--- src/swseq_consts.vh ---
// constants for the seam weld sequencer
`ifndef SWSEQ_CONSTS_VH
`define SWSEQ_CONSTS_VH
`define SWSEQ_MODE_SPOT   8'h00
`define SWSEQ_MODE_SEAM   8'h01
`define SWSEQ_MODE_ADJ    8'h02
`define SWSEQ_MODE_COMBO  8'h03
`define SWSEQ_MODE_DLYLO  4'h4
`define SWSEQ_SCHED_SEC   6'h0A
`define SWSEQ_SCHED_THIRD 6'h14
`define SWSEQ_ERR_TEMP    8'h01
`define SWSEQ_PCT_MAX     7'h63
`define SWSEQ_ID_RST      6'h00
`endif

--- src/swseq_top.v ---
// seam weld sequencer: initiation, schedule pick, heat/cool/hold sequencing
// Contract
// - seam mode nonzero enters seam operation; 00 returns to spot.
// - current starts and stops on line-cycle boundaries following initiation.
// - intermittent seam conducts in heat only, repeats heat-cool while initiated.
// - initiation opening in heat ends impulses at once, goes to hold.
// - initiation opening in cool finishes cool, then goes to hold.
// - cool time 00 gives continuous conduction while initiated.
// - highest closed initiation input selects the active schedule.
// - schedule changes take effect immediately within heat or cool.
// - first input uses panel schedule, second 10, third 20.
// - open temperature switch raises and shows temperature error code.
// - mode 02 lets data buttons raise or lower percent current while welding.
// - mode 03 second input jumps to spot sequence on schedule 10.
// - mode 03 allows a no-weld spot chain before the seam part.
// - mode x4 measures only for the first x weld cycles, then regulates.
// - holds a programmable identification number for up to 64 nodes.
// - all intervals count whole line cycles.
// - seam is beat operation; chaining unavailable in normal seam.
`include "swseq_consts.vh"

module swseq_top #(
	parameter SW = 6
) (
	input  wire          mclk,
	input  wire          sys_rst,
	input  wire          line_zero_cross,
	input  wire          initiate_input_primary,
	input  wire          initiate_input_second,
	input  wire          initiate_input_third,
	input  wire          temp_switch_closed,
	input  wire          btn_tens,
	input  wire          btn_units,
	input  wire [7:0]    seam_mode,
	input  wire [SW-1:0] panel_sched,
	input  wire [7:0]    squeeze_cyc,
	input  wire [7:0]    heat_cyc,
	input  wire [7:0]    cool_cyc,
	input  wire [7:0]    hold_cyc,
	input  wire [6:0]    pct_in,
	input  wire          pre_chain_en,
	input  wire          id_wr,
	input  wire [5:0]    id_in,
	output reg           fire_ff,
	output reg  [SW-1:0] sched_ff,
	output reg  [6:0]    pct_ff,
	output reg           regulate_ff,
	output reg  [7:0]    err_code_ff,
	output reg  [4:0]    state_ff,
	output reg           spot_req_ff,
	output reg  [5:0]    node_id_ff
);
	// one-hot sequence states
	localparam ST_IDLE = 5'h01;
	localparam ST_SQZ  = 5'h02;
	localparam ST_HEAT = 5'h04;
	localparam ST_COOL = 5'h08;
	localparam ST_HOLD = 5'h10;

	// number of pins that pass the shared synchroniser loop
	localparam NPIN = 7;
	// the temperature switch rests closed so reset raises no false error
	localparam [NPIN-1:0] PIN_RST = 7'h08;

	// raw pins, lowest bit first
	wire [NPIN-1:0] pin_raw;
	wire [NPIN-1:0] pin_q;
	assign pin_raw[0] = initiate_input_primary;
	assign pin_raw[1] = initiate_input_second;
	assign pin_raw[2] = initiate_input_third;
	assign pin_raw[3] = temp_switch_closed;
	assign pin_raw[4] = line_zero_cross;
	assign pin_raw[5] = btn_tens;
	assign pin_raw[6] = btn_units;

	// three-stage synchronisers; a level counts once stages two and three agree
	genvar gi;
	generate
		for (gi = 0; gi < NPIN; gi = gi + 1) begin : g_sync
			reg [2:0] sh_ff;
			reg       q_ff;
			always @(posedge mclk) begin
				if (sys_rst) begin
					sh_ff <= {3{PIN_RST[gi]}};
					q_ff  <= PIN_RST[gi];
				end else begin
					sh_ff <= {sh_ff[1:0], pin_raw[gi]};
					if (sh_ff[2] == sh_ff[1])
						q_ff <= sh_ff[2]; // filtered level
				end
			end
			assign pin_q[gi] = q_ff;
		end
	endgenerate

	// filtered levels by name
	wire in1_q = pin_q[0];
	wire in2_q = pin_q[1];
	wire in3_q = pin_q[2];
	wire tmp_q = pin_q[3];
	wire zc_q  = pin_q[4];
	wire bt_q  = pin_q[5];
	wire bu_q  = pin_q[6];

	// line-cycle tick and button presses as one-clock pulses
	reg  zc_d_ff;
	reg  bt_d_ff;
	reg  bu_d_ff;
	wire tick    = zc_q & ~zc_d_ff;
	wire up_ev   = bt_q & ~bt_d_ff;
	wire dn_ev   = bu_q & ~bu_d_ff;

	// mode decode and initiation summary
	wire any_in  = in1_q | in2_q | in3_q;
	wire seam_on = (seam_mode != `SWSEQ_MODE_SPOT);
	wire combo   = (seam_mode == `SWSEQ_MODE_COMBO);
	wire adj     = (seam_mode == `SWSEQ_MODE_ADJ);
	wire dlymode = (seam_mode[3:0] == `SWSEQ_MODE_DLYLO);
	wire [3:0] dly_x = seam_mode[7:4];
	wire spot_run = ~seam_on | spot_req_ff;

	// schedule selection from the highest closed input
	reg [SW-1:0] nxt_sched;
	always @* begin
		if (in3_q)
			nxt_sched = `SWSEQ_SCHED_THIRD;
		else if (in2_q)
			nxt_sched = `SWSEQ_SCHED_SEC;
		else
			nxt_sched = panel_sched;
	end

	// edge-detector history
	always @(posedge mclk) begin
		if (sys_rst) begin
			zc_d_ff <= 1'b0;
			bt_d_ff <= 1'b0;
			bu_d_ff <= 1'b0;
		end else begin
			zc_d_ff <= zc_q;
			bt_d_ff <= bt_q;
			bu_d_ff <= bu_q;
		end
	end

	// sequencer state and counters
	reg [7:0] cnt_ff;
	reg [3:0] wcyc_ff;
	reg       armed_ff;
	reg       pre_ff;
	// weld cycles measured, counting the one now ending
	wire [4:0] wcyc_nx = {1'b0, wcyc_ff} + 5'h01;

	// percent current: follow the schedule, or step by buttons while welding
	always @(posedge mclk) begin
		if (sys_rst) begin
			pct_ff <= 7'h00;
		end else if (adj && state_ff == ST_HEAT) begin
			if (up_ev && pct_ff < `SWSEQ_PCT_MAX)
				pct_ff <= pct_ff + 7'h01;
			else if (dn_ev && pct_ff != 7'h00)
				pct_ff <= pct_ff - 7'h01;
		end else if (state_ff == ST_IDLE || !adj) begin
			pct_ff <= pct_in;
		end
	end

	// main sequencer
	always @(posedge mclk) begin
		if (sys_rst) begin
			state_ff <= ST_IDLE;
			cnt_ff <= 8'h00;
			fire_ff <= 1'b0;
			sched_ff <= {SW{1'b0}};
			spot_req_ff <= 1'b0;
			armed_ff <= 1'b1;
			wcyc_ff <= 4'h0;
			regulate_ff <= 1'b0;
			pre_ff <= 1'b0;
		end else begin
			// all contacts open re-arms initiation
			if (!any_in)
				armed_ff <= 1'b1;
			// seam schedule follows the contacts inside heat and cool
			if (state_ff != ST_IDLE && seam_on && !spot_req_ff)
				sched_ff <= nxt_sched;
			// combination mode: second contact forces a spot sequence
			if (combo && in2_q && state_ff != ST_IDLE && !spot_req_ff) begin
				spot_req_ff <= 1'b1;
				sched_ff <= `SWSEQ_SCHED_SEC;
				state_ff <= ST_SQZ;
				cnt_ff <= 8'h00;
				fire_ff <= 1'b0;
			end else begin
				case (state_ff)
				// wait for a fresh closure at a line-cycle boundary
				ST_IDLE: begin
					fire_ff <= 1'b0;
					regulate_ff <= 1'b0;
					wcyc_ff <= 4'h0;
					spot_req_ff <= 1'b0;
					if (any_in && armed_ff && tick) begin
						armed_ff <= 1'b0;
						sched_ff <= nxt_sched;
						spot_req_ff <= ~seam_on | (combo & in2_q);
						pre_ff <= combo & pre_chain_en & in1_q;
						state_ff <= ST_SQZ;
						cnt_ff <= 8'h00;
					end
				end
				// squeeze, repeated once without weld for a pre-chain
				ST_SQZ: begin
					if (tick) begin
						if (cnt_ff + 8'h01 >= squeeze_cyc) begin
							cnt_ff <= 8'h00;
							if (pre_ff) begin
								pre_ff <= 1'b0;
							end else begin
								state_ff <= ST_HEAT;
								fire_ff <= 1'b1;
							end
						end else begin
							cnt_ff <= cnt_ff + 8'h01;
						end
					end
				end
				// heat: conduct; contacts opening in seam cut the impulse at once
				ST_HEAT: begin
					if (!spot_run && !any_in) begin
						fire_ff <= 1'b0;
						state_ff <= ST_HOLD;
						cnt_ff <= 8'h00;
					end else if (tick) begin
						if (dlymode && wcyc_nx >= {1'b0, dly_x})
							regulate_ff <= 1'b1;
						if (wcyc_ff != 4'hF)
							wcyc_ff <= wcyc_ff + 4'h1;
						if (!spot_run && cool_cyc == 8'h00) begin
							cnt_ff <= 8'h00;
						end else if (cnt_ff + 8'h01 >= heat_cyc) begin
							cnt_ff <= 8'h00;
							fire_ff <= 1'b0;
							state_ff <= spot_run ? ST_HOLD : ST_COOL;
						end else begin
							cnt_ff <= cnt_ff + 8'h01;
						end
					end
				end
				// cool runs out unless the mode 03 second contact jumps to spot, then heat again or hold
				ST_COOL: begin
					if (tick) begin
						if (cnt_ff + 8'h01 >= cool_cyc) begin
							cnt_ff <= 8'h00;
							if (any_in) begin
								state_ff <= ST_HEAT;
								fire_ff <= 1'b1;
							end else begin
								state_ff <= ST_HOLD;
							end
						end else begin
							cnt_ff <= cnt_ff + 8'h01;
						end
					end
				end
				// hold: no conduction, then back to idle
				ST_HOLD: begin
					fire_ff <= 1'b0;
					if (tick) begin
						if (cnt_ff + 8'h01 >= hold_cyc) begin
							state_ff <= ST_IDLE;
							cnt_ff <= 8'h00;
						end else begin
							cnt_ff <= cnt_ff + 8'h01;
						end
					end
				end
				default: begin
					state_ff <= ST_IDLE;
					fire_ff <= 1'b0;
				end
				endcase
			end
		end
	end

	// temperature error follows the filtered switch level
	always @(posedge mclk) begin
		if (sys_rst) begin
			err_code_ff <= 8'h00;
		end else begin
			err_code_ff <= tmp_q ? 8'h00 : `SWSEQ_ERR_TEMP;
		end
	end

	// node identity, loaded by a write strobe
	always @(posedge mclk) begin
		if (sys_rst) begin
			node_id_ff <= `SWSEQ_ID_RST;
		end else if (id_wr) begin
			node_id_ff <= id_in;
		end
	end
endmodule

--- config.mk ---
export PLATFORM = sky130hd
export DESIGN_NAME = swseq_top
export DESIGN_NICKNAME = d
export VERILOG_FILES = /design/src/swseq_top.v
export VERILOG_INCLUDE_DIRS = /design/src
export SDC_FILE = /design/constraint.sdc
export NUM_CORES = 1
export LEC_CHECK = 0
export BUFFER_PORTS_ARGS = -buffer_cell sky130_fd_sc_hd__buf_4
export CAP_MARGIN = 40
export CORE_ASPECT_RATIO = 2
export CORE_MARGIN = 2
export CORE_UTILIZATION = 59
export CTS_CLUSTER_DIAMETER = 40
export DETAILED_ROUTE_END_ITERATION = 10
export PLACE_DENSITY = 0.94
export SLEW_MARGIN = 5
export SYNTH_ARGS = -nofsm -noshare
export SYNTH_HDL_FRONTEND = slang
export SYNTH_SLANG_ARGS = --single-unit
export TNS_END_PERCENT = 20
--- constraint.sdc ---
create_clock -name mclk -period 5 [get_ports mclk]
set_clock_uncertainty 0.05 [all_clocks]
set_input_delay 0 -clock mclk [delete_from_list [all_inputs] [get_ports mclk]]
set_output_delay 0 -clock mclk [all_outputs]
set_load 0.1 [all_outputs]
# ---- Word-level counts from Yosys, hierarchy flattened
# Index checks and enable logic that the tools add are counted.
dict set report classes {
  n_addsub 5
  n_mul 0
  div 0
  magnitude_cmp 6
  eq_ne 45
  shifts 0
  muxes 69
  bitwise_logic 15
  n_reduce_logical 35
}
# cell count
set op_table {}
lappend op_table {{2-to-1 mux 8 bit} 11}
lappend op_table {{2-to-1 mux 5 bit} 14}
lappend op_table {{one-hot mux 8 bit (5 select lines)} 1}
lappend op_table {{greater-or-equal comparator 8 bit} 4}
lappend op_table {{2-to-1 mux 6 bit} 5}
lappend op_table {{2-to-1 mux 7 bit} 4}
lappend op_table {{one-hot mux 5 bit (5 select lines)} 1}
lappend op_table {{2-to-1 mux 1 bit} 24}
lappend op_table {{inequality test 3 bit, second input constant} 8}
lappend op_table {{AND reduction 11 bit} 2}
lappend op_table {{inequality test 2 bit, second input constant} 10}
lappend op_table {{equality test 8 x 2 -> 1 bit, second input constant} 2}
lappend op_table {{2-to-1 mux 4 bit} 4}
lappend op_table {{AND reduction 5 bit} 3}
lappend op_table {{logical AND 1 bit} 13}
lappend op_table {{inequality test 3 x 1 -> 1 bit, second input constant} 3}
lappend op_table {{AND reduction 9 bit} 1}
lappend op_table {{adder 8 x 1 -> 8 bit, second input constant} 1}
lappend op_table {{zero test 8 bit} 1}
lappend op_table {{inequality test 4 bit, second input constant} 2}
lappend op_table {{one-hot mux 4 bit (2 select lines)} 1}
lappend op_table {{nonzero test 2 bit} 4}
lappend op_table {{nonzero test 8 bit} 1}
lappend op_table {{adder 7 x 1 -> 7 bit, second input constant} 1}
lappend op_table {{30 further kinds} 54}
dict set report totals {
  reg_bits 80
  latch_bits 0
  ramBits 0
  mem_bits_ro 0
  in_bits 70
  n_memories 0
}

# ---- Longest topological paths before layout
dict set report depth {
  depth_word 10
  mapped_depth 13
  mapped_depth_nobuf 12
}

# ---- Worst setup path before layout
# No wires, ideal clock.
dict set report synth_timing {
  path_kind {flip-flop to flip-flop}
  from {reg cnt_ff[0]}
  to {reg state_ff[2]}
  setup_ns 0.115
  t_arrival_ns 2.803
  slack_ns 2.033
  path_stages_with_launch 14
  path_buffers 1
  synth_period_minus_slack_ns 2.967
  path_cell_list {dfxtp_1 -> ha_1 -> nand3_1 -> nor2_1 -> xnor2_1 -> inv_1 -> ha_1 -> a21o_1 -> a2111oi_0 -> o31ai_1 -> o21ai_0 -> clkbuf_1 -> nor3_1 -> o21a_1}
}
dict set report synth_via {
  elab_chain_cells 4
}
# item line_no
set synth_lines {}
lappend synth_lines {{start: declaration} swseq_top.v:147} ;# reg [7:0] cnt_ff;
lappend synth_lines {{start signal: assignment} swseq_top.v:223} ;# cnt_ff <= cnt_ff + 8'h01;
lappend synth_lines {{start signal: assignment} swseq_top.v:245} ;# cnt_ff <= cnt_ff + 8'h01;
lappend synth_lines {{start signal: assignment} swseq_top.v:261} ;# cnt_ff <= cnt_ff + 8'h01;
lappend synth_lines {{adder 8 x 1 -> 8 bit (*)} -}
lappend synth_lines {{greater-or-equal comparator 8 bit, on equally long branches} -}
lappend synth_lines {{inequality test 3 x 1 -> 1 bit (no line) / inequality test 2 bit (equally long branches)} -}
lappend synth_lines {{AND reduction 11 bit (no line) (*)} -}
lappend synth_lines {{end signal: assignment} swseq_top.v:243} ;# state_ff <= spot_run ? ST_HOLD : ST_COOL;
lappend synth_lines {{end: declaration} swseq_top.v:49} ;# output reg [4:0] state_ff,
# Mark *: on every way between the ends. The rest lies on a longest branch, timed or not.
# A chain may end at the register's enable or synchronous reset.

# ---- Final worst setup path
dict set report layout_timing {
  from {reg cnt_ff[0]}
  to {reg state_ff[0]}
}
dict set report layout_via {
  elab_chain_cells 4
}
# item
set layout_lines {}
lappend layout_lines {{adder 8 x 1 -> 8 bit (*)}}
lappend layout_lines {{greater-or-equal comparator 8 bit, on equally long branches}}
lappend layout_lines {{inequality test 4 x 1 -> 1 bit (no line) / inequality test 3 bit (equally long branches)}}
lappend layout_lines {{AND reduction 11 bit (no line) (*)}}
# Marks and branches as above.

==> metrics.yaml <==
outcome:
  status: "complete, no violations"
synth:
  yosysTopAreaCell: "dfxtp_1"
  synth_seq_cells: 73
  synth_warnings: 0
  ys_seq_area_share_pct: 32.81
  synth-edff-count: 0
  syn_area_sq_um: 4454
  synthFlopType: "dfxtp_1"
  syn_inst: 530
  synth_top_area_share_pct: 32.81
  synthTopCellsByArea: "dfxtp_1, ha_1, a21oi_1, inv_1, nand2_1"
  ys_types: 68
  synth_area_per_cell_sq_um: 8.404
  async_flop_share_pct: 0
clock_tree:
  ctsHtreeMaxLevel: 3
  ctsLongestPathBuffers: 2
  clockRootBuffer: "clkbuf_16"
  clkSlewWorstSetupHoldPaths_ns: 0.06
  cts_resized: 0
  clock_latency_ns: 0.33
  cts_made_buffers: 9
  cts_tree: "yes"
  clock-sinks: 73
sta:
  period_share_pct: 66.54
  rsz0062_at_grt: "no"
  fmax_mhz: 300.6
  hold_viol: 0
  setup_viol: 0
  period_minus_slack_ns: 3.327
  tightest_slew_ns: 0.7298
  finalMaxSlewViolations: 0
  slew_headroom_pct: 51.35
  setup_tns_ns: 0
setup_path:
  worstReg2RegStart: "cnt_ff[0]"
  path_max_fanout: 12
  path_cells: "ha_1 -> nand3_1 -> nor2_1 -> xnor2_1 -> inv_1 -> ha_1 -> a21o_1 -> a2111oi_0 -> o31ai_1 -> o21ai_0 -> buf_4 -> nor4_4 -> a311o_1"
  critPathSlowestCell: "dfxtp_1"
  ff2ff_setup_slack_ns: 1.67
  worstPathArrival_ns: 3.49
  path_delay_family: "compound AO/OA/AOI/OAI gates"
  cp.required_ns: 5.16
  cpMostUsedCell: "ha_1"
  worst-path-buf-inv: 2
  cp-end-kind: "flip-flop"
  reg2regPathDepth: 13
  critical_path_class: "flip-flop to flip-flop"
  timing.rr.end: "state_ff[0]"
  critical_path.startpoint_type: "flip-flop"
  slowest_delay_ns: 0.47
finish:
  final_nets: 759
  nFillCells: 501
  final_common_cell: "buf_4"
  final_cell_mix: "buf_4, dfxtp_1, a21oi_1, ha_1, inv_1"
  area_growth_pct: 28.82
  final_core_util_pct: 78.96
  insertedDiodeCount: 0
  drive_gt1_share_pct: 20.06
global_routing:
  grt_pass1_wl_mm: 20.40
  antenna_found_initial: 0
  grtUsageTotal_pct: 31.69
  grt_max_degree: 51
  grt_overflow: 0
  grt_pass1_vias: 4569
die:
  die_y_um: 126.9
  die_x_um: 65.44
  dieArea_sq_um: 8303
  coreArea_sq_um: 7267
  ios: 105
  std_cell_rows: 44
  initial_core_util_pct: 61.29
worst_hold_path:
  hp-start: "pre_chain_en"
  hold_path_end: "pre_ff"
  hold_path_depth: 4
  hp-class: "input pin to flip-flop"
drt:
  post_drt_wl_per_cell_um: 16.79
  drt_iter0_drc: 223
  antenna_left: 0
  drc_errors: 0
  viasPerCell: 5.907
  routed-via-count: 4371
  drt_wl_total_mm: 12.43
  dr.pass1.iters: 5
placed_design:
  hpwl_mm: 9.134
  place_congestion: 0.9114
  portBuffers: 97
pwr:
  vdd_ir_drop_max_uv: 279.3
  total_leakage_power_nw: 2.659
  power.density_nw_per_um2: 248.7
job:
  cap_violations: 0
==> power by group <==
group / internal [W] / switching, W
clock: 0.000381 / 0.000227
combinational: 0.0000889 / 0.000125
sequential: 0.000595 / 0.0000100
total: 0.00106 / 0.000362
==> final cells by class <==
type                    instances  area (sq um)  share of cell area (%)
clock inverters                 3         43.79                  0.7632
flip-flops and latches         73          1461                   25.47
clock buffers                  11         232.7                   4.056
repair buffers                127          1026                   17.88
inverters                      42         157.7                   2.747
multi-input cells             392          2701                   47.08
well taps                      92         115.1                   2.006
==> stage by stage <==
step                cell area [sq um]  total power [W]  hold slack (ns)  std cells  setup slack [ns]
global route                     5738         0.001477          0.03339        740             1.455
floorplan                        4477        0.0007434          0.05381        536             2.033
finish                           5738         0.001427         0.008920        740             1.673
global placement                 5171        0.0008020           0.1349        697             1.828
detailed placement               5171        0.0008088           0.1381        697             1.747
CTS                              5738         0.001432        0.0008750        740             1.703
==> flip-flops by register name (all words and copies together) (netlist names), 4 cells and up <==
register      count
sched_ff          6
wcyc_ff           4
g_sync.q_ff       5
state_ff          5
cnt_ff            8
node_id_ff        6
pct_ff            7
g_sync.sh_ff     21
==> kinds of logic after synthesis <==
family | Yosys count | synth area share, %
XOR/XNOR | 9 | 1.770
AO/OA/AOI/OAI | 138 | 20.90
buffers and inverters | 71 | 7.051
other | 1 | 0.08419
adder cells (fa/ha/maj) | 45 | 12.75
AND/OR/NAND/NOR | 181 | 21.91
multiplexers | 12 | 2.725
flip-flops | 73 | 32.81
==> Yosys cell counts (3+ instances only) <==
library cell	count
dfxtp_1	73
a21oi_1	43
ha_1	43
inv_1	42
nand2_1	41
nor2_1	33
nor2b_1	24
o21ai_0	23
nor3_1	14
a211oi_1	13
clkbuf_1	13
nand3_1	13
nand2b_1	12
mux2i_1	11
a21o_1	9
buf_4	7
o31ai_1	7
or2_2	6
or3_1	6
xnor2_1	6
a211o_1	5
buf_2	5
o21a_1	5
a31oi_1	4
and2_1	4
nor4_1	4
o31a_1	4
o32ai_1	4
and3_1	3
or4_1	3
xor2_1	3
==> how the worst max path moves through the flow <==
stage	start	end	slack (ns)	cells past startpoint
5_1_grt	cnt_ff[0]	fire_ff	1.46	12
6_report	cnt_ff[0]	state_ff[0]	1.67	13
3_3_place_gp	cnt_ff[0]	state_ff[0]	1.83	12
4_1_cts	cnt_ff[0]	state_ff[0]	1.70	13
2_1_floorplan	cnt_ff[0]	state_ff[2]	2.03	13
3_5_place_dp	cnt_ff[0]	state_ff[0]	1.75	13
==> layer usage <==
layer / vias to the layer above / part of all wire, % / track usage (%)
met2: 185 / 54 / 57.74
li1: 2099 / - / -
met5: - / 0 / 0
met1: 2018 / 34 / 29.11
met4: 0 / 7.1 / 24.75
met3: 69 / 5.0 / 6.560
==> worst reg2reg max path, delay by kind of cell (launching register included) <==
kind | cells | cell delay (ns)
flops | 1 | 0.47
buf+inv | 2 | 0.39
fa+ha+maj | 2 | 0.60
compound gates | 5 | 1.18
xor+xnor | 1 | 0.14
simple gates | 3 | 0.37
==> what timing repair did <==
action / 4_1_cts / 5_1_grt
endpoints found under the hold margin: 22 / 0
buffers inserted: 0 / 0
hold buffers: 29 / 0
(Power assumes the default switching activity.)
